==> src/tmr8_pkg.sv <==
package tmr8_pkg;
  // register indices on the plain register port
  localparam logic [2:0] ADDR_CONTROL_A = 3'h0;
  localparam logic [2:0] ADDR_COUNT = 3'h1;
  localparam logic [2:0] ADDR_COMPARE_A = 3'h2;
  localparam logic [2:0] ADDR_IRQ_MASK = 3'h3;
  localparam logic [2:0] ADDR_IRQ_FLAGS = 3'h4;
  // control register fields
  localparam int CTL_FORCE_BIT = 7;
  localparam int CTL_WGM_HI_BIT = 6;
  localparam int CTL_COM_HI_BIT = 5;
  localparam int CTL_COM_LO_BIT = 4;
  localparam int CTL_WGM_LO_BIT = 3;
  localparam int CTL_CS_HI_BIT = 2;
  // mask and flag fields
  localparam int CMP_BIT = 1;
  localparam int OVF_BIT = 0;
  localparam logic [7:0] BYTE_ZERO = 8'h00;
  localparam logic [7:0] COUNT_MAX = 8'hFF;
  localparam logic [7:0] COUNT_BOTTOM = 8'h00;
  localparam logic [7:0] COUNT_ONE = 8'h01;
  // waveform modes
  localparam logic [1:0] WGM_NORMAL = 2'h0;
  localparam logic [1:0] WGM_PHASE_PWM = 2'h1;
  localparam logic [1:0] WGM_CLEAR_ON_MATCH = 2'h2;
  localparam logic [1:0] WGM_FAST_PWM = 2'h3;
  // output modes
  localparam logic [1:0] COM_OFF = 2'h0;
  localparam logic [1:0] COM_TOGGLE = 2'h1;
  localparam logic [1:0] COM_CLEAR = 2'h2;
  localparam logic [1:0] COM_SET = 2'h3;
  // clock select codes
  localparam logic [2:0] CS_STOP = 3'h0;
  localparam logic [2:0] CS_DIV1 = 3'h1;
  localparam logic [2:0] CS_DIV8 = 3'h2;
  localparam logic [2:0] CS_DIV64 = 3'h3;
  localparam logic [2:0] CS_DIV256 = 3'h4;
  localparam logic [2:0] CS_DIV1024 = 3'h5;
  localparam logic [2:0] CS_EXT_FALL = 3'h6;
  localparam logic [2:0] CS_EXT_RISE = 3'h7;
  // prescaler tap bits (divide by 2**(bit+1))
  localparam int PRE_WIDTH = 10;
  localparam int TAP8 = 2;
  localparam int TAP64 = 5;
  localparam int TAP256 = 7;
  localparam int TAP1024 = 9;
endpackage

==> src/tmr8_prescale.sv <==
`timescale 1ns/1ps
module tmr8_prescale
  import tmr8_pkg::*;
(
  input wire logic core_clk,
  input wire logic reset,
  input wire logic [2:0] clock_select_field,
  output logic tick_int
);
  import tmr8_pkg::*;
  logic [PRE_WIDTH-1:0] pre_r;
  logic [PRE_WIDTH-1:0] pre_nxt;
  logic [PRE_WIDTH-1:0] wrap;
  always_comb begin
    pre_nxt = pre_r + {{(PRE_WIDTH-1){1'b0}}, 1'b1};
    wrap = pre_r & ~pre_nxt;
  end
  always_ff @(posedge core_clk or posedge reset) begin
    if (reset) begin
      pre_r <= '0;
    end else begin
      pre_r <= pre_nxt;
    end
  end
  // one-cycle tick per tap period
  always_comb begin
    unique case (clock_select_field)
      CS_DIV1: tick_int = 1'b1;
      CS_DIV8: tick_int = wrap[TAP8];
      CS_DIV64: tick_int = wrap[TAP64];
      CS_DIV256: tick_int = wrap[TAP256];
      CS_DIV1024: tick_int = wrap[TAP1024];
      default: tick_int = 1'b0;
    endcase
  end
endmodule // tmr8_prescale

==> src/tmr8_extsync.sv <==
`timescale 1ns/1ps
module tmr8_extsync (
  input wire logic core_clk,
  input wire logic reset,
  input wire logic external_count_pin,
  output logic rise_pulse,
  output logic fall_pulse
);
  logic s1_r;
  logic s2_r;
  logic s3_r;
  always_ff @(posedge core_clk or posedge reset) begin
    if (reset) begin
      s1_r <= 1'b0;
      s2_r <= 1'b0;
      s3_r <= 1'b0;
    end else begin
      s1_r <= external_count_pin;
      s2_r <= s1_r;
      s3_r <= s2_r;
    end
  end
  always_comb begin
    rise_pulse = s2_r & ~s3_r;
    fall_pulse = ~s2_r & s3_r;
  end
endmodule // tmr8_extsync

==> src/tmr8_timer.sv <==
// Summary of operation
// - force strobe acts only in non-PWM modes
// - force strobe applies output-mode action immediately
// - forced compare sets no flag, no clear
// - force strobe bit always reads zero
// - mode field at bits 6,3 selects mode
// - overflow at MAX, or BOTTOM in phase PWM
// - nonzero output mode overrides pin, direction enables
// - non-PWM: disconnect, toggle, clear, set on match
// - fast PWM: clear/set on match, opposite at BOTTOM
// - phase PWM: action flips with count direction
// - compare equals TOP in PWM: act at TOP
// - clock select: stop, divide taps, external edges
// - external pin counts even when driven as output
// - count writable; write blocks next match
// - compare register continuously matched against count
// - compare interrupt needs enable, global, flag
// - overflow interrupt needs enable, global, flag
// - compare flag set on match, cleared by ack/one
// - overflow flag cleared by ack or one written
`timescale 1ns/1ps
module tmr8_timer
  import tmr8_pkg::*;
(
  input wire logic core_clk,
  input wire logic reset,
  input wire logic [2:0] reg_addr,
  input wire logic [7:0] reg_wdata,
  input wire logic reg_write,
  input wire logic reg_read,
  output logic [7:0] reg_rdata,
  input wire logic external_count_pin,
  input wire logic global_irq_enable,
  input wire logic compare_irq_ack,
  input wire logic overflow_irq_ack,
  input wire logic pin_direction,
  input wire logic port_data,
  output logic compare_output_pin,
  output logic compare_output_pin_oe,
  output logic compare_irq,
  output logic overflow_irq
);
  import tmr8_pkg::*;

  typedef enum logic [1:0] {
    TMR8_DIR_UP = 2'b01,
    TMR8_DIR_DOWN = 2'b10
  } tmr8_dir_t;

  logic [7:0] ctl_r, ctl_nxt;
  logic [7:0] cnt_r, cnt_nxt;
  logic [7:0] ocr_r, ocr_nxt;
  logic [7:0] ocr_buf_r, ocr_buf_nxt;
  logic [1:0] msk_r, msk_nxt;
  logic cmp_flag_r, cmp_flag_nxt;
  logic ovf_flag_r, ovf_flag_nxt;
  logic oc_r, oc_nxt;
  logic block_r, block_nxt;
  tmr8_dir_t dir_r, dir_nxt;
  logic [7:0] rdata_r, rdata_nxt;
  logic pin_r, pin_nxt;
  logic oe_r, oe_nxt;
  logic cirq_r, cirq_nxt;
  logic oirq_r, oirq_nxt;
  logic dir_sync1_r, dir_sync2_r, dat_sync1_r, dat_sync2_r;
  logic gie_sync1_r, gie_sync2_r;

  logic [1:0] wgm;
  logic [1:0] com;
  logic [2:0] csel;
  logic tick_int, ext_rise, ext_fall, tick;
  logic is_pwm, match, at_top_evt, at_bottom_evt, ovf_evt, force_evt;
  logic [1:0] wr_wgm;
  logic [1:0] wr_com;
  logic wr_ctl, wr_cnt, wr_ocr, wr_msk, wr_flg;
  logic [7:0] top;

  // synchronised level inputs: pin direction, port data, global irq enable
  always_ff @(posedge core_clk or posedge reset) begin
    if (reset) begin
      dir_sync1_r <= 1'b0;
      dir_sync2_r <= 1'b0;
      dat_sync1_r <= 1'b0;
      dat_sync2_r <= 1'b0;
      gie_sync1_r <= 1'b0;
      gie_sync2_r <= 1'b0;
    end else begin
      dir_sync1_r <= pin_direction;
      dir_sync2_r <= dir_sync1_r;
      dat_sync1_r <= port_data;
      dat_sync2_r <= dat_sync1_r;
      gie_sync1_r <= global_irq_enable;
      gie_sync2_r <= gie_sync1_r;
    end
  end

  tmr8_prescale u_pre (
    .core_clk(core_clk),
    .reset(reset),
    .clock_select_field(csel),
    .tick_int(tick_int)
  );

  tmr8_extsync u_ext (
    .core_clk(core_clk),
    .reset(reset),
    .external_count_pin(external_count_pin),
    .rise_pulse(ext_rise),
    .fall_pulse(ext_fall)
  );

  function automatic logic apply_com(input logic [1:0] c, input logic cur);
    unique case (c)
      COM_TOGGLE: apply_com = ~cur;
      COM_CLEAR: apply_com = 1'b0;
      COM_SET: apply_com = 1'b1;
      default: apply_com = cur;
    endcase
  endfunction

  function automatic logic mode_is_pwm(input logic [1:0] m);
    mode_is_pwm = (m == WGM_PHASE_PWM) || (m == WGM_FAST_PWM);
  endfunction

  always_comb begin
    wgm = {ctl_r[CTL_WGM_HI_BIT], ctl_r[CTL_WGM_LO_BIT]};
    com = ctl_r[CTL_COM_HI_BIT:CTL_COM_LO_BIT];
    csel = ctl_r[CTL_CS_HI_BIT:0];
    is_pwm = mode_is_pwm(wgm);
    wr_wgm = {reg_wdata[CTL_WGM_HI_BIT], reg_wdata[CTL_WGM_LO_BIT]};
    wr_com = reg_wdata[CTL_COM_HI_BIT:CTL_COM_LO_BIT];
    top = (wgm == WGM_CLEAR_ON_MATCH) ? ocr_r : COUNT_MAX;
    tick = tick_int | ((csel == CS_EXT_RISE) & ext_rise) | ((csel == CS_EXT_FALL) & ext_fall);
    wr_ctl = reg_write && (reg_addr == ADDR_CONTROL_A);
    wr_cnt = reg_write && (reg_addr == ADDR_COUNT);
    wr_ocr = reg_write && (reg_addr == ADDR_COMPARE_A);
    wr_msk = reg_write && (reg_addr == ADDR_IRQ_MASK);
    wr_flg = reg_write && (reg_addr == ADDR_IRQ_FLAGS);
    match = tick && (cnt_r == ocr_r) && !block_r;
    at_top_evt = tick && (cnt_r == top);
    at_bottom_evt = tick && (cnt_r == COUNT_BOTTOM);
    ovf_evt = (wgm == WGM_PHASE_PWM) ? (at_bottom_evt && dir_r == TMR8_DIR_DOWN)
                                     : (tick && cnt_r == COUNT_MAX);
    force_evt = wr_ctl && reg_wdata[CTL_FORCE_BIT] && !mode_is_pwm(wr_wgm);
  end

  // counter, direction and compare buffer
  always_comb begin
    cnt_nxt = cnt_r;
    dir_nxt = dir_r;
    ocr_nxt = ocr_r;
    ocr_buf_nxt = ocr_buf_r;
    block_nxt = block_r;
    if (tick) begin
      block_nxt = 1'b0;
      if (wgm == WGM_PHASE_PWM) begin
        if (dir_r == TMR8_DIR_UP) begin
          if (cnt_r == COUNT_MAX) begin
            dir_nxt = TMR8_DIR_DOWN;
            cnt_nxt = cnt_r - COUNT_ONE;
          end else begin
            cnt_nxt = cnt_r + COUNT_ONE;
          end
        end else if (cnt_r == COUNT_BOTTOM) begin
          dir_nxt = TMR8_DIR_UP;
          cnt_nxt = cnt_r + COUNT_ONE;
        end else begin
          cnt_nxt = cnt_r - COUNT_ONE;
        end
      end else if (cnt_r == top) begin
        cnt_nxt = COUNT_BOTTOM;
        dir_nxt = TMR8_DIR_UP;
      end else begin
        cnt_nxt = cnt_r + COUNT_ONE;
        dir_nxt = TMR8_DIR_UP;
      end
    end
    if (wr_ocr) begin
      ocr_buf_nxt = reg_wdata;
    end
    if (!is_pwm) begin
      ocr_nxt = wr_ocr ? reg_wdata : ocr_buf_r;
    end else if ((wgm == WGM_PHASE_PWM && at_top_evt) || (wgm == WGM_FAST_PWM && at_top_evt)) begin
      ocr_nxt = ocr_buf_r;
    end
    if (wr_cnt) begin
      cnt_nxt = reg_wdata;
      block_nxt = 1'b1;
    end
  end

  // waveform output
  always_comb begin
    oc_nxt = oc_r;
    unique case (wgm)
      WGM_FAST_PWM: begin
        if (com[1]) begin
          if (ocr_r == COUNT_MAX) begin
            if (at_top_evt) oc_nxt = ~com[0];
          end else if (match) begin
            oc_nxt = com[0];
          end else if (at_top_evt) begin
            oc_nxt = ~com[0];
          end
        end
      end
      WGM_PHASE_PWM: begin
        if (com[1]) begin
          if (ocr_r == COUNT_MAX) begin
            if (at_top_evt) oc_nxt = ~com[0];
          end else if (match) begin
            oc_nxt = (dir_r == TMR8_DIR_UP) ? com[0] : ~com[0];
          end
        end
      end
      default: begin
        if (match) begin
          oc_nxt = apply_com(com, oc_r);
        end
      end
    endcase
    if (force_evt) begin
      oc_nxt = apply_com(wr_com, oc_r);
    end
  end

  // flags, mask, control and read path
  always_comb begin
    ctl_nxt = ctl_r;
    msk_nxt = msk_r;
    cmp_flag_nxt = cmp_flag_r;
    ovf_flag_nxt = ovf_flag_r;
    if (wr_ctl) begin
      ctl_nxt = reg_wdata;
      ctl_nxt[CTL_FORCE_BIT] = 1'b0;
    end
    if (wr_msk) begin
      msk_nxt = reg_wdata[1:0];
    end
    if (compare_irq_ack || (wr_flg && reg_wdata[CMP_BIT])) begin
      cmp_flag_nxt = 1'b0;
    end
    if (overflow_irq_ack || (wr_flg && reg_wdata[OVF_BIT])) begin
      ovf_flag_nxt = 1'b0;
    end
    if (match) begin
      cmp_flag_nxt = 1'b1;
    end
    if (ovf_evt) begin
      ovf_flag_nxt = 1'b1;
    end
    rdata_nxt = BYTE_ZERO;
    if (reg_read) begin
      unique case (reg_addr)
        ADDR_CONTROL_A: rdata_nxt = ctl_r;
        ADDR_COUNT: rdata_nxt = cnt_r;
        ADDR_COMPARE_A: rdata_nxt = is_pwm ? ocr_buf_r : ocr_r;
        ADDR_IRQ_MASK: rdata_nxt = {6'h00, msk_r};
        ADDR_IRQ_FLAGS: rdata_nxt = {6'h00, cmp_flag_r, ovf_flag_r};
        default: rdata_nxt = BYTE_ZERO;
      endcase
    end
    oe_nxt = dir_sync2_r;
    pin_nxt = (com != COM_OFF) ? oc_r : dat_sync2_r;
    cirq_nxt = msk_r[CMP_BIT] && gie_sync2_r && cmp_flag_r;
    oirq_nxt = msk_r[OVF_BIT] && gie_sync2_r && ovf_flag_r;
  end

  always_ff @(posedge core_clk or posedge reset) begin
    if (reset) begin
      ctl_r <= BYTE_ZERO;
      cnt_r <= BYTE_ZERO;
      ocr_r <= BYTE_ZERO;
      ocr_buf_r <= BYTE_ZERO;
      msk_r <= 2'h0;
      cmp_flag_r <= 1'b0;
      ovf_flag_r <= 1'b0;
      oc_r <= 1'b0;
      block_r <= 1'b0;
      dir_r <= TMR8_DIR_UP;
      rdata_r <= BYTE_ZERO;
      pin_r <= 1'b0;
      oe_r <= 1'b0;
      cirq_r <= 1'b0;
      oirq_r <= 1'b0;
    end else begin
      ctl_r <= ctl_nxt;
      cnt_r <= cnt_nxt;
      ocr_r <= ocr_nxt;
      ocr_buf_r <= ocr_buf_nxt;
      msk_r <= msk_nxt;
      cmp_flag_r <= cmp_flag_nxt;
      ovf_flag_r <= ovf_flag_nxt;
      oc_r <= oc_nxt;
      block_r <= block_nxt;
      dir_r <= dir_nxt;
      rdata_r <= rdata_nxt;
      pin_r <= pin_nxt;
      oe_r <= oe_nxt;
      cirq_r <= cirq_nxt;
      oirq_r <= oirq_nxt;
    end
  end

  always_comb begin
    reg_rdata = rdata_r;
    compare_output_pin = pin_r;
    compare_output_pin_oe = oe_r;
    compare_irq = cirq_r;
    overflow_irq = oirq_r;
  end

  force_no_pwm_a: assert property (@(posedge core_clk) disable iff (reset)
    (wr_ctl && reg_wdata[CTL_FORCE_BIT] && mode_is_pwm(wr_wgm) && !tick) |=> (oc_r == $past(oc_r)))
    else $error("force acted in pwm mode");
  force_toggle_a: assert property (@(posedge core_clk) disable iff (reset)
    (force_evt && wr_com == COM_TOGGLE && !match) |=> (oc_r != $past(oc_r)))
    else $error("forced toggle missing");
  force_no_flag_a: assert property (@(posedge core_clk) disable iff (reset)
    (force_evt && !match && !cmp_flag_r && !tick) |=> !cmp_flag_r)
    else $error("force set compare flag");
  force_reads_zero_a: assert property (@(posedge core_clk) disable iff (reset)
    (reg_read && reg_addr == ADDR_CONTROL_A) |=> !reg_rdata[CTL_FORCE_BIT])
    else $error("force bit read as one");
  ovf_sets_flag_a: assert property (@(posedge core_clk) disable iff (reset)
    ovf_evt |=> ovf_flag_r)
    else $error("overflow flag not set");
  pin_enable_a: assert property (@(posedge core_clk) disable iff (reset)
    compare_output_pin_oe == $past(dir_sync2_r))
    else $error("pin enable mismatch");
  count_write_a: assert property (@(posedge core_clk) disable iff (reset)
    wr_cnt |=> (cnt_r == $past(reg_wdata)) ##0 !match)
    else $error("count write lost or match not blocked");
  cmp_irq_a: assert property (@(posedge core_clk) disable iff (reset)
    (msk_r[CMP_BIT] && gie_sync2_r && cmp_flag_r) |=> compare_irq)
    else $error("compare interrupt missing");
  ovf_irq_a: assert property (@(posedge core_clk) disable iff (reset)
    (msk_r[OVF_BIT] && gie_sync2_r && ovf_flag_r) |=> overflow_irq)
    else $error("overflow interrupt missing");
  flag_clear_a: assert property (@(posedge core_clk) disable iff (reset)
    (wr_flg && reg_wdata[OVF_BIT] && !ovf_evt) |=> !ovf_flag_r)
    else $error("overflow flag not cleared");
  fast_top_action_a: assert property (@(posedge core_clk) disable iff (reset)
    (wgm == WGM_FAST_PWM && com[1] && ocr_r == COUNT_MAX && at_top_evt && !force_evt) |=> (oc_r == ~$past(com[0])))
    else $error("fast pwm top action wrong");
  phase_up_match_a: assert property (@(posedge core_clk) disable iff (reset)
    (wgm == WGM_PHASE_PWM && com[1] && ocr_r != COUNT_MAX && match && dir_r == TMR8_DIR_UP && !force_evt)
    |=> (oc_r == $past(com[0])))
    else $error("phase pwm up match action wrong");
  cmp_flag_set_a: assert property (@(posedge core_clk) disable iff (reset)
    match |=> cmp_flag_r)
    else $error("compare flag not set");
  stop_holds_count_a: assert property (@(posedge core_clk) disable iff (reset)
    (csel == CS_STOP && !wr_cnt) |=> (cnt_r == $past(cnt_r)))
    else $error("stopped counter moved");
endmodule // tmr8_timer

==> config.mk <==
export PLATFORM = sky130hd
export DESIGN_NAME = tmr8_timer
export DESIGN_NICKNAME = d
export VERILOG_FILES = /design/src/tmr8_pkg.sv /design/src/tmr8_prescale.sv /design/src/tmr8_extsync.sv /design/src/tmr8_timer.sv
export SDC_FILE = /design/constraint.sdc
export NUM_CORES = 1
export LEC_CHECK = 0
export ABC_AREA = 0
export ABC_CLOCK_PERIOD_IN_PS = 5200
export BUFFER_PORTS_ARGS = -buffer_cell sky130_fd_sc_hd__buf_2
export CORE_ASPECT_RATIO = 1.75
export CORE_MARGIN = 4
export CORE_UTILIZATION = 37
export DETAILED_ROUTE_END_ITERATION = 10
export GPL_TIMING_DRIVEN = 0
export PLACE_DENSITY_LB_ADDON = 0.08
export SYNTH_ARGS = -nofsm -noshare
export SYNTH_HDL_FRONTEND = slang
export SYNTH_HIERARCHICAL = 1
export SYNTH_SLANG_ARGS = --single-unit
==> constraint.sdc <==
create_clock -name core_clk -period 5.2 [get_ports core_clk]
set_input_delay 1.04 -clock core_clk [delete_from_list [all_inputs] [get_ports core_clk]]
set_output_delay 1.04 -clock core_clk [all_outputs]
set_load 0.1 [all_outputs]
Word level (Yosys, flattened, before mapping)
Index checks and enable logic that the tools add are counted.
- logic and storage cells: 153
- bits in registers: 70
- input port bits: 21
- output and inout port bits: 12
- mux-type cells: 40
- add/subtract/negate cells: 3
- bitwise logic cells: 12
- reductions and logical operators: 38
- eq/ne operators: 35
- operator list (operator ; number):
    $mux W8 ; 13
    $pmux W8 S5 ; 1
    $logic_and A1 B1 Y1 ; 21
    $mux W1 ; 18
    $eq A2 B2 Y1 const B ; 8
    $eq A8 B8 Y1 ; 2
    $eq A8 B8 Y1 const B ; 2
    $eq A3 B3 Y1 const B ; 5
    $eq A3 B2 Y1 const B ; 4
    $add A10 B1 Y10 const B ; 1
    $and A10 B10 Y10 ; 1
    $eq A2 B1 Y1 const B ; 5
    $not A10 Y10 ; 1
    $ne A3 B3 Y1 const B ; 3
    $add A8 B1 Y8 const B ; 1
    $logic_not A8 Y1 ; 1
    $mux W2 ; 4
    $reduce_bool A2 Y1 ; 4
    $sub A8 B1 Y8 const B ; 1
    $eq A3 B1 Y1 const B ; 2
    $pmux W1 S3 ; 2
    $reduce_and A6 Y1 ; 1
    $reduce_bool A6 Y1 ; 1
    $logic_or A1 B1 Y1 ; 5
    13 further kinds ; 21

Logic depth before layout (Yosys ltp)
Gate-level depths: netlist of the first run.
- depth after elaboration: 13
- mapped depth: 12
- depth with buffers taken out: 12

Modules after synthesis
The synthesis of the first run kept the hierarchy.
- modules (own cells, without submodules) (module ; cells an instance ; area each (µm²) ; seq. area each (µm²) ; instances):
    tmr8_timer ; 340 ; 3374.5 ; 1427.6 ; 1
    tmr8_prescale ; 37 ; 455.4 ; 250.2 ; 1
    tmr8_extsync ; 6 ; 93.8 ; 75.1 ; 1

Worst setup path before layout of the first run
No wires, ideal clock.
- path kind: flip-flop to flip-flop
- from: register u_pre.pre_r[2]
- to: register oc_r
- clock period less this slack: 2.595 ns
- data arrival time: 2.474 ns
- library setup time: 0.121 ns
- cell stages (with the launch flop): 13
- path buffers: 1
- path slack: 2.605 ns
- data required time: 5.079 ns
- cell sequence: dfrtp_1 -> nand3_1 -> nor2_1 -> and3_2 -> ha_1 -> and3b_1 -> o32ai_1 -> a31oi_1 -> a211o_1 -> buf_6 -> mux2i_1 -> or3b_1 -> a22o_1
- word-level cells in the longest chain between the ends: 13
- elaborated cells between the ends (all ways): 20
- classes of those cells: 1 x add/sub; 1 x eq/ne; 9 x mux; 4 x bitwise; 5 x reduce/logical
- RTL lines (item ; line ; text):
    start, declared ; tmr8_prescale.sv:11 ; logic [PRE_WIDTH-1:0] pre_r;
    start signal, assigned ; tmr8_prescale.sv:22 ; pre_r <= pre_nxt;
    $add A10 B1 Y10 ; tmr8_prescale.sv:15 ; pre_nxt = pre_r + {{(PRE_WIDTH-1){1'b0}}, 1'b1};
    $not A10 Y10 ; tmr8_prescale.sv:16 ; wrap = pre_r & ~pre_nxt;
    $and A10 B10 Y10 (*) ; tmr8_prescale.sv:16 ;
    $pmux W1 S5 (*) ; tmr8_prescale.sv:27 ; unique case (clock_select_field)
    via tick_int ; tmr8_timer.sv:71 ; logic tick_int, ext_rise, ext_fall, tick;
    $or A1 B1 Y1 (*) (2 in a row) ; tmr8_timer.sv:133 ; tick = tick_int | ((csel == CS_EXT_RISE) & ext_rise) | ((csel == CS_EXT_FALL) & ext_fall);
    $logic_and A1 B1 Y1, on equally long branches ; tmr8_timer.sv:140, tmr8_timer.sv:139 ;
    $mux W1 / $logic_and A1 B1 Y1 (equally long branches) ; n/a ;
    $mux W1 ; tmr8_timer.sv:200 ; end else if (match) begin
    $mux W1 ; tmr8_timer.sv:198 ; if (ocr_r == COUNT_MAX) begin
    $mux W1 ; tmr8_timer.sv:197 ; if (com[1]) begin
    $pmux W1 S2 ; tmr8_timer.sv:195 ; unique case (wgm)
    $mux W1 ; tmr8_timer.sv:222 ; if (force_evt) begin
    end signal, assigned ; tmr8_timer.sv:294 ; oc_r <= oc_nxt;
    end, declared ; tmr8_timer.sv:57 ; logic oc_r, oc_nxt;
The timed path passes the listed nets; every way through them passes the cells marked *. The select of a mux whose other input is x is not followed.
A chain may end at the register's enable or synchronous reset.

Worst setup path in the final report of the first run
Same ends and word-level chain as after synthesis.

==> results of run 1 <==
==> cells in the mapped netlist (all sizes together) (6+ instances only) <==
cell | count | area (µm²)
a21oi | 23 | 115
ha | 10 | 125
nand3 | 14 | 70.1
mux2 | 19 | 214
a31oi | 7 | 58.8
nand2 | 23 | 88.8
inv | 14 | 52.6
dfrtp | 69 | 1730
clkbuf | 10 | 37.5
mux2i | 22 | 220
buf | 9 | 55.1
o21ai | 12 | 60.1
nor3 | 12 | 65.1
nand4 | 6 | 37.5
nor2b | 19 | 134
nor2 | 33 | 124
nand3b | 6 | 45.0
==> registers in the layout, summed over array words and instances (netlist names), 2 cells and up <==
register	count
msk_r	2
u_pre/pre_r	10
ctl_r	7
reg_rdata	8
ocr_buf_r	8
ocr_r	8
dir_r	2
cnt_r	8
==> layout by cell type (no fill, tap or decap), types with 11 or more instances in the layout <==
| cell | count |
|---|---|
| nand3_1 | 14 |
| nor2_1 | 33 |
| mux2_2 | 19 |
| nand2_1 | 22 |
| buf_2 | 36 |
| mux2i_1 | 22 |
| o21ai_0 | 12 |
| nor2b_1 | 17 |
| dfrtp_1 | 69 |
| inv_1 | 12 |
| nor3_1 | 11 |
| a21oi_1 | 23 |
==> layer usage <==
layer	global-route usage	share of wire
met5	0	0
met4	0.0992	0.037
met2	0.344	0.55
met1	0.207	0.39
met3	0.0274	0.026
==> power groups by stage <==
| stage | combinational [µW] | clock [µW] | sequential (µW) |
|---|---|---|---|
| final | 814 | 623 | 787 |
| after global routing | 895 | 664 | 800 |
| after CTS | 819 | 639 | 784 |
| after detailed placement | 815 | 0 | 793 |
| after global placement | 803 | 0 | 792 |
| after floorplan | 577 | 0 | 810 |
==> cell families after synthesis <==
family,after synthesis
compound gates,74
simple gates,145
fa+ha+maj,10
buf+inv,33
mux,43
flops,70
xor+xnor,8
==> area by class of cell <==
type	count	area (µm²)	area share
Buffer	19	92.6	0.0203
Clock buffer	9	225	0.0494
Clock inverter	7	72.6	0.0159
Inverter	14	52.6	0.0115
Multi-Input combinational cell	280	2030	0.445
Sequential cell	70	1750	0.385
Tap cell	127	159	0.0349
Timing Repair Buffer	32	175	0.0385
==> metrics by stage <==
step / util / hold WS [ns] / instance area (µm²) / setup WS [ns] / std cells
final: 0.442 / 0.352 / 4560 / 2.08 / 558
after global routing: 0.442 / 0.363 / 4560 / 1.87 / 558
after CTS: 0.442 / 0.355 / 4560 / 2.09 / 558
after detailed placement: 0.413 / 0.338 / 4260 / 2.11 / 542
after global placement: 0.411 / 0.334 / 4240 / 1.92 / 541
after floorplan: - / 0.331 / 3920 / 2.61 / 383
==> path summary, 6_finish.rpt <==
check                      cells after the start     endpoint           start  slack [ns]
max                                           12         oc_r  u_pre/pre_r[2]        2.08
min                                            0  gie_sync2_r     gie_sync1_r        0.35
max reg2reg                                   12         oc_r  u_pre/pre_r[2]        2.08
min reg2reg                                    0  gie_sync2_r     gie_sync1_r        0.35
max in group asynchronous                      3         oc_r           reset        3.90
min in group asynchronous                      2   u_ext/s1_r           reset        0.58
==> run metrics, run 1 <==
status completed; crit start category flop; max incr delay on CP 0.43 ns; Switching Fraction 0.395; Crit. End Element flop; Psw 877 µW; post-synthesis instance total 383; Area Growth Syn to Fin 16.1%; H-tree level count 3; vias in the first global route 3232; Reg power frac 0.354; total CTS buffers 9; CP Cell Sequence nand3_1 > nor2_1 > and3_2 > ha_1 > and3b_1 > o32ai_1 > a31oi_1 > nand3b_1 > o2111ai_1 > nor2_1 > or3b_1 > a22o_1; Combinational Power Share 0.366; Die Span X 85.8 µm; Hold Crit Class reg2reg; ys async rst share 1.00; CTS tree yes; layout cells sized above 1 0.220; critical path fanouts, max 6; Fin Clk Skew 0.00725 ns; endpoints failing setup 0; Power Density 488 nW/µm²; mean cell area of the mapped netlist 10.2 µm²; Setup CP Type reg2reg; Worst path slowest cell nand3b_1; Clock Power Share 0.280; Initial Utilization 0.381; yosys warns 6; WL per Instance 19.2 µm; first-pass GRT wire length 17500 µm; DR iter-0 viols 154; FP Rows 49; count of cell types in the netlist 63; Final period util 0.600; minimum clock period 3.12 ns; later-pin clock latency in the skew report 0.34 ns; Slew Limit Headroom 0.450; gp weighted congestion 0.856; Tot Pwr 2220 µW; worst slew pin tran 0.821 ns; Die Span Y 144 µm; total grt overflow 0; Post-Synth Adder-Cell Area 0.0319; clock sink count 70; Worst path most repeated cell nor2_1; PortBufs 31; worst path buffer plus inverter count 0; Hold Fails Final Rpt 0; Simple-Gate Fraction of Synth Area 0.210; RSZ-0062 raised after global routing false; critical path data arrival time 3.34 ns; Post-synth EDFFs 0; Setup TNS 0 ns; Syn Nets 414; Diodes inserted 0; Worst Path Required 5.43 ns; # IOs 33; clk buf depth 2; Post-synth top flop dfrtp_1; drt first pass iters 6; register area share after synthesis 0.447; post-route DRC violation count 0; Vias/cell 5.56; initial antenna violation count 0; Peak VDD IR 0.225 mV; GRT Overall Usage 0.188; post-CTS sizing 0; Post-Synth XOR/XNOR Area 0.0179; Synth Register Bits 70; Final #Nets 457; final HPWL from detailed placement 8030 µm; CTS root buf clkbuf_16; CP top delay family simple AND/OR/NAND/NOR gates; Max-Cap Viols 0; max-slew violation count 0; Vias 3102; Fill cells 1042; antenna viol nets, final 0; largest net degree at the start of global routing 38; post-CTS setup repair buffer count 0; CTS Hold Bufs 0; Post-Route WL 10700 µm; compound-cell area share of the yosys netlist 0.135; Post-Syn Area 3920 µm²; largest family of logic cells by synthesized area simple AND/OR/NAND/NOR gates; Max Freq 321 MHz; die area 12400 µm²; Core Area 10300 µm²; P_leak 0.00206 µW; Internal 1350 µW; mux contribution to synthesized area 0.122; register clock-pin slew on the reported worst setup and hold paths 0.06 ns
(Power assumes the default switching activity.)
==> run 2: changes to the inputs <==
--- a/config.mk
+++ b/config.mk
@@ -5,8 +5,8 @@
 export SDC_FILE = /design/constraint.sdc
 export NUM_CORES = 1
 export LEC_CHECK = 0
-export ABC_AREA = 0
-export ABC_CLOCK_PERIOD_IN_PS = 5200
+export ABC_AREA = 1
+export ABC_CLOCK_PERIOD_IN_PS = 3000
 export BUFFER_PORTS_ARGS = -buffer_cell sky130_fd_sc_hd__buf_2
 export CORE_ASPECT_RATIO = 1.75
 export CORE_MARGIN = 4
==> constraint.sdc (replaced) <==
create_clock -name core_clk -period 3 [get_ports core_clk]
set_input_delay 0.6 -clock core_clk [delete_from_list [all_inputs] [get_ports core_clk]]
set_output_delay 0.6 -clock core_clk [all_outputs]
set_load 0.1 [all_outputs]
==> run metrics, run 2 <==
Hold Slack 0.150 ns (-0.202 ns); Vias/cell 5.18 (-6.9%); drt first pass iters 5 (-1); Post-synth EDFFs 0 (unchanged); Max Freq 411 MHz (+28%); first-pass GRT wire length 19000 µm (+8.4%); Vias 3645 (+18%); Slew Limit Headroom 0.568 (+0.117); initial antenna violation count 0 (unchanged); Hold Fails Final Rpt 0 (unchanged); endpoints failing setup 0 (unchanged); Reg power frac 0.327 (-0.027); met3 wire len 387 µm (+41%); post-CTS sizing 0 (unchanged); largest area contributor in the synthesized netlist dfrtp_1; Diodes inserted 0 (unchanged); H-tree level count 3 (unchanged); Switching Fraction 0.415 (+0.0203); crit start category flop; Initial Utilization 0.379 (-0.00235); Clock Power Share 0.290 (+0.010); R2R cell count 20 (+8); # IOs 33 (unchanged); largest net degree at the start of global routing 33 (-13%); Internal 2340 µW (+74%); Psw 1660 µW (+89%); CTS tree yes; Area contributors post-synth dfrtp_1 (42%), nand2_1 (14%), inv_1 (5.8%); RSZ-0062 raised after global routing false; termination of the worst setup path oc_r; P_leak 0.00235 µW (+14%); post-route DRC violation count 0 (unchanged); FP Rows 50 (+2.0%); Setup CP Type reg2reg; Post-Syn Area 4070 µm² (+3.8%); count of cell types in the netlist 46 (-27%); flop2flop setup slack 0.56 ns (-1.52 ns); mean cell area of the mapped netlist 7.76 µm² (-24%); Setup TNS 0 ns (unchanged); top-area cell type share of the netlist area 0.424 (-0.0162); most frequent cell after synthesis nand2_1; critical path fanouts, max 9 (+3); CTS Hold Bufs 0 (unchanged); total CTS buffers 9 (unchanged); WL per Instance 16.7 µm (-13%); register clock-pin slew on the reported worst setup and hold paths 0.06 ns (about the same); post-CTS setup repair buffer count 0 (unchanged); Combinational Power Share 0.383 (+0.017); Syn Nets 556 (+34%); ys async rst share 1.00 (unchanged); layout cells sized above 1 0.171 (-0.0497); later-pin clock latency in the skew report 0.33 ns (about the same); post-synthesis instance total 525 (+37%); minimum clock period 2.44 ns (-0.683 ns); Max-Cap Viols 0 (unchanged); clock sink count 70 (unchanged); Core Area 10800 µm² (+4.5%); Die Span X 87.3 µm (+1.7%); max-slew violation count 0 (unchanged); GRT Overall Usage 0.192 (+0.00422); max reg flops 10 (unchanged); CTS root buf clkbuf_16; status completed; Area Growth Syn to Fin 16.3%; met1 WL 4520 µm (+8.2%); yosys warns 6 (unchanged); Final period util 0.812 (+0.212); worst slew pin tran 0.646 ns (-0.176 ns); DR iter-0 viols 223 (+45%); PortBufs 32 (+3.2%); clk buf depth 2 (unchanged); Peak VDD IR 0.360 mV (+60%); total grt overflow 0 (unchanged); vias in the first global route 3805 (+18%); die area 12800 µm² (+3.5%); Met2 Routed Length 6260 µm (+7.1%); top cells by count, synth nand2_1 (149), dfrtp_1 (69), inv_1 (63), nor2_1 (36), o21ai_0 (34); gp weighted congestion 0.879 (+2.7%); critical path data arrival time 2.66 ns (-0.68 ns); Synth Register Bits 70 (unchanged); antenna viol nets, final 0 (unchanged); register area share after synthesis 0.430 (-0.0165); Post-synth top flop dfrtp_1; crit path launch u_pre/pre_r[0]; R2R Path Start u_pre/pre_r[0]; Power Density 843 nW/µm² (+73%); Fin Clk Skew 0.00481 ns (-0.00244 ns); Worst Path Required 3.22 ns (-2.21 ns); Final #Nets 600 (+31%); most frequent cells in the layout nand2_1 (149), dfrtp_1 (69), inv_1 (62); Post-Route WL 11800 µm (+9.9%); Top Layer Used met4; Hold Crit Class in2async; final HPWL from detailed placement 9230 µm (+15%); Die Span Y 147 µm (+1.8%); Crit. End Element flop; Top reg by flops u_pre/pre_r; commonest non-fill, non-tap cell in the layout nand2_1; Reg-to-Reg End oc_r
## run 2: cell count changes in the layout (fill, tap and decap cells not counted), sizes merged, moves of 10 or more
cell	change
nand2	+134
nor2b	-19
inv	+60
mux2i	-22
a21oi	-10
nand3	+23
nor2	+11
o21ai	+32
mux2	-16
## run 2: worst min-delay path by stage
stage | from | to | slack [ns]
finish | reset | u_ext/s2_r | 0.15
global route | reset | u_ext/s2_r | 0.15
CTS | reset | u_ext/s2_r | 0.15
detailed placement | dat_sync1_r | dat_sync2_r | 0.33
global placement | dat_sync1_r | dat_sync2_r | 0.33
floorplan | dir_sync2_r | compare_output_pin_oe | 0.33
## run 2: power groups by stage
stage	clock, µW	sequential (µW)	combinational [µW]
finish	1160	1310	1530
global route	1230	1330	1690
CTS	1190	1310	1530
detailed placement	0	1320	1520
global placement	0	1320	1520
floorplan	0	1380	1050
## run 2: final cells by class
type | count | area (µm²)
plain buffers | 11 | 70.1
clock buffers | 10 | 229
clock inverters | 6 | 93.8
fillers | 1142 | 6020
inverters | 75 | 289
multi-input cells | 369 | 1960
flip-flops and latches | 70 | 1750
well taps | 130 | 163
repair buffers | 33 | 180
## run 2: layer usage
metal / track usage / vias to the layer above
li1: - / 1799
met1: 0.211 / 1723
met2: 0.341 / 90
met3: 0.0281 / 33
met4: 0.110 / 0
met5: 0 / -
## run 2: through the flow
stage | std cells | util | cell area (µm²) | worst slack [ns] | total power (µW)
2_1_floorplan | 525 | - | 4070 | 1.00 | 2430
3_3_place_gp | 687 | 0.409 | 4400 | 0.0761 | 2840
3_5_place_dp | 688 | 0.410 | 4420 | 0.560 | 2840
4_1_cts | 704 | 0.440 | 4740 | 0.551 | 4030
5_1_grt | 704 | 0.440 | 4740 | 0.309 | 4250
6_report | 704 | 0.440 | 4740 | 0.564 | 4000
## run 2: kinds of logic (layout without fill, tap and decap cells)
kind of cell               Yosys count  in the layout  share of synthesized area
muxes                                3              3                     0.0101
xor gates and xnor gates            11             11                     0.0236
AOI/OAI and AO/OA                   90             90                      0.137
DFF                                 70             70                      0.430
buffers and inverters               86            135                     0.0881
and+or+nand+nor                    255            255                      0.280
adders and majority gates           10             10                     0.0307
## run 2: critical path: stages, from the launching register on
cell and delay (ns):
dfrtp_1 0.41, nand3_2 0.12, nor2_4 0.10, nand2_2 0.05
nor2_1 0.09, ha_1 0.16, nand2_1 0.05, nand2_1 0.05
nand3_1 0.07, nand2_1 0.06, inv_1 0.04, nand2_2 0.23
nand2_1 0.17, nor2_2 0.27, nand3_1 0.10, nand2_1 0.08
inv_2 0.03, nand2_1 0.06, nand3_1 0.07, nand2_1 0.06
nand2_1 0.04
==> run 3: changes to the inputs <==
--- a/config.mk
+++ b/config.mk
@@ -5,8 +5,8 @@
 export SDC_FILE = /design/constraint.sdc
 export NUM_CORES = 1
 export LEC_CHECK = 0
-export ABC_AREA = 1
-export ABC_CLOCK_PERIOD_IN_PS = 3000
+export ABC_AREA = 0
+export ABC_CLOCK_PERIOD_IN_PS = 2200
 export BUFFER_PORTS_ARGS = -buffer_cell sky130_fd_sc_hd__buf_2
 export CORE_ASPECT_RATIO = 1.75
 export CORE_MARGIN = 4
==> constraint.sdc (replaced) <==
create_clock -name core_clk -period 2.2 [get_ports core_clk]
set_input_delay 0.44 -clock core_clk [delete_from_list [all_inputs] [get_ports core_clk]]
set_output_delay 0.44 -clock core_clk [all_outputs]
set_load 0.1 [all_outputs]
==> run metrics, run 3 (synthesis gave the netlist of run 1 again) <==
clock sink count 70 (unchanged); gp weighted congestion 0.819 (-6.8%); Clock Power Share 0.248 (-0.042); Worst Path Required 2.41 ns (-0.81 ns); Hold Fails Final Rpt 0 (unchanged); Tot Pwr 5360 µW (+34%); multi-input logic area 2210 µm² (+13%); drt first pass iters 6 (+1); Die Span X 85.8 µm (-1.7%); Hold EP dir_sync1_r; total grt overflow 0 (unchanged); Peak VDD IR 0.749 mV (+110%); # IOs 33 (unchanged); fin util 0.478 (+0.0373); Top reg by flops u_pre/pre_r; post-route DRC violation count 0 (unchanged); setup slack after layout -0.588 ns (-1.15 ns); max-slew violation count 0 (unchanged); max reg flops 10 (unchanged); Setup TNS -7.08 ns (-7.08 ns); most frequent cells in the layout dfrtp_1 (67), buf_2 (36), nor2_1 (32); register area 1760 µm² (+0.14%); vias in the first global route 3413 (-10%); later-pin clock latency in the skew report 0.33 ns (about the same); antenna viol nets, final 0 (unchanged); critical path fanouts, max 6 (-3); Final period util 1.27 (+0.455); DR iter-0 viols 217 (-2.7%); R2R cell count 12 (-40%); P_leak 0.00219 µW (-6.9%); failing checks negative setup slack; Vias 3244 (-11%); CTS tree yes; Core Area 10300 µm² (-4.3%); Max Freq 359 MHz (-13%); Crit. End Element flop; Hold Slack 0.213 ns (+0.0628 ns); final HPWL from detailed placement 8100 µm (-12%); largest net degree at the start of global routing 39 (+18%); Switching Fraction 0.399 (-0.0162); crit start category flop; Placement Cell Area 4260 µm² (-3.5%); WL per Instance 19.3 µm (+16%); Die Span Y 144 µm (-1.8%); flop2flop setup slack -0.59 ns (-1.15 ns); Internal 3230 µW (+38%); worst slew pin tran 0.801 ns (+0.155 ns); Area Growth Syn to Fin 25.4%; Combinational Power Share 0.401 (+0.018); FP Rows 49 (-2.0%); Fill cells 996 (-13%); Vias/cell 5.62 (+8.6%); H-tree level count 3 (unchanged); GRT Overall Usage 0.189 (-0.00327); Diodes inserted 0 (unchanged); Hold Crit Class in2reg; commonest non-fill, non-tap cell in the layout dfrtp_1; RSZ-0062 raised after global routing true; status finished with violations; final instance area 4920 µm² (+3.8%); Slew Limit Headroom 0.464 (-0.104); Setup CP Type reg2reg; CTS root buf clkbuf_16; endpoints failing setup 22 (+22); clk buf depth 2 (unchanged); crit path launch u_pre/pre_r[0]; Hold Crit Start pin_direction; Max-Cap Viols 0 (unchanged); PortBufs 31 (-3.1%); Reg power frac 0.351 (+0.024); total CTS buffers 9 (unchanged); R2R Path Start u_pre/pre_r[0]; Fin Clk Skew 0.00799 ns (+0.00318 ns); layout cells sized above 1 0.304 (+0.134); minimum clock period 2.79 ns (+0.352 ns); Power Density 1090 nW/µm² (+29%); Hold Path Depth 1; Initial Utilization 0.381 (+0.00235); die area 12400 µm² (-3.4%); Final #Nets 477 (-21%); Reg-to-Reg End oc_r; first-pass GRT wire length 17800 µm (-6.2%); register clock-pin slew on the reported worst setup and hold paths 0.06 ns (about the same); critical path data arrival time 3.00 ns (+0.34 ns); Psw 2140 µW (+29%); Post-Route WL 11200 µm (-5.0%); initial antenna violation count 0 (unchanged)
-- run 3: cell types whose count changed in the layout (fill, tap and decap cells not counted), sizes merged, moves of 10 or more --
| cell | previous run | this run |
|---|---|---|
| nand2 | 157 | 23 |
| inv | 76 | 14 |
| o21ai | 44 | 12 |
| nand3 | 37 | 14 |
| mux2i | 0 | 22 |
| nor2b | 0 | 19 |
| buf | 42 | 59 |
| mux2 | 3 | 19 |
| clkbuf | 12 | 23 |
| nor2 | 44 | 33 |
| a21oi | 13 | 23 |
-- run 3: cell type report --
cell class | count | area share
sequential | 70 | 0.357
clock buffer | 12 | 0.0501
buffer | 19 | 0.0290
timing repair buffer | 52 | 0.0681
tap | 127 | 0.0323
inverter | 14 | 0.0107
clock inverter | 3 | 0.00432
multi-input combinational | 280 | 0.449
-- run 3: routing by layer --
layer,vias to the layer above,routed length [µm],GRT usage
met3,30,295,0.0314
met5,-,0,0
met2,65,6170,0.352
met1,1629,4270,0.202
li1,1520,-,-
met4,0,425,0.0942
-- run 3: power groups by stage --
stage	combinational [µW]	clock [µW]	sequential, µW
after floorplan	1360	0	1920
after global placement	1900	0	1870
after detailed placement	1920	0	1880
after CTS	2110	1370	1870
after global routing	2340	1420	1910
final	2150	1330	1880
-- run 3: how the worst max path moves through the flow --
stage / to / slack (ns)
after floorplan: oc_r / -0.32
after global placement: oc_r / -0.80
after detailed placement: oc_r / -0.84
after CTS: oc_r / -0.59
after global routing: oc_r / -0.72
final: oc_r / -0.59
-- run 3: what timing repair did --
action | in CTS | in global routing
endpoints found under the hold margin | 3 | 0
pin swaps | 13 | 12
setup endpoints to repair | 22 | 24
buffers inserted | 13 | 8
hold buffers | 1 | 0
gates resized for setup | 40 | 12
-- run 3: per-stage QoR --
stage | cells | setup slack, ns
5_1_grt | 577 | -0.719
4_1_cts | 571 | -0.593
3_5_place_dp | 542 | -0.840
3_3_place_gp | 541 | -0.805
2_1_floorplan | 383 | -0.325
6_report | 577 | -0.588
-- run 3: worst max-delay path: stages (launching register included) --
cell and delay, ns:
dfrtp_1 0.38, nand3_2 0.11, nor2_4 0.12, and3_4 0.20, ha_4 0.11, and3b_1 0.20, o32ai_4 0.26, a31oi_4 0.07
nand3b_1 0.35, o2111ai_1 0.26, nor2_1 0.07, or3b_1 0.34, a22o_1 0.20
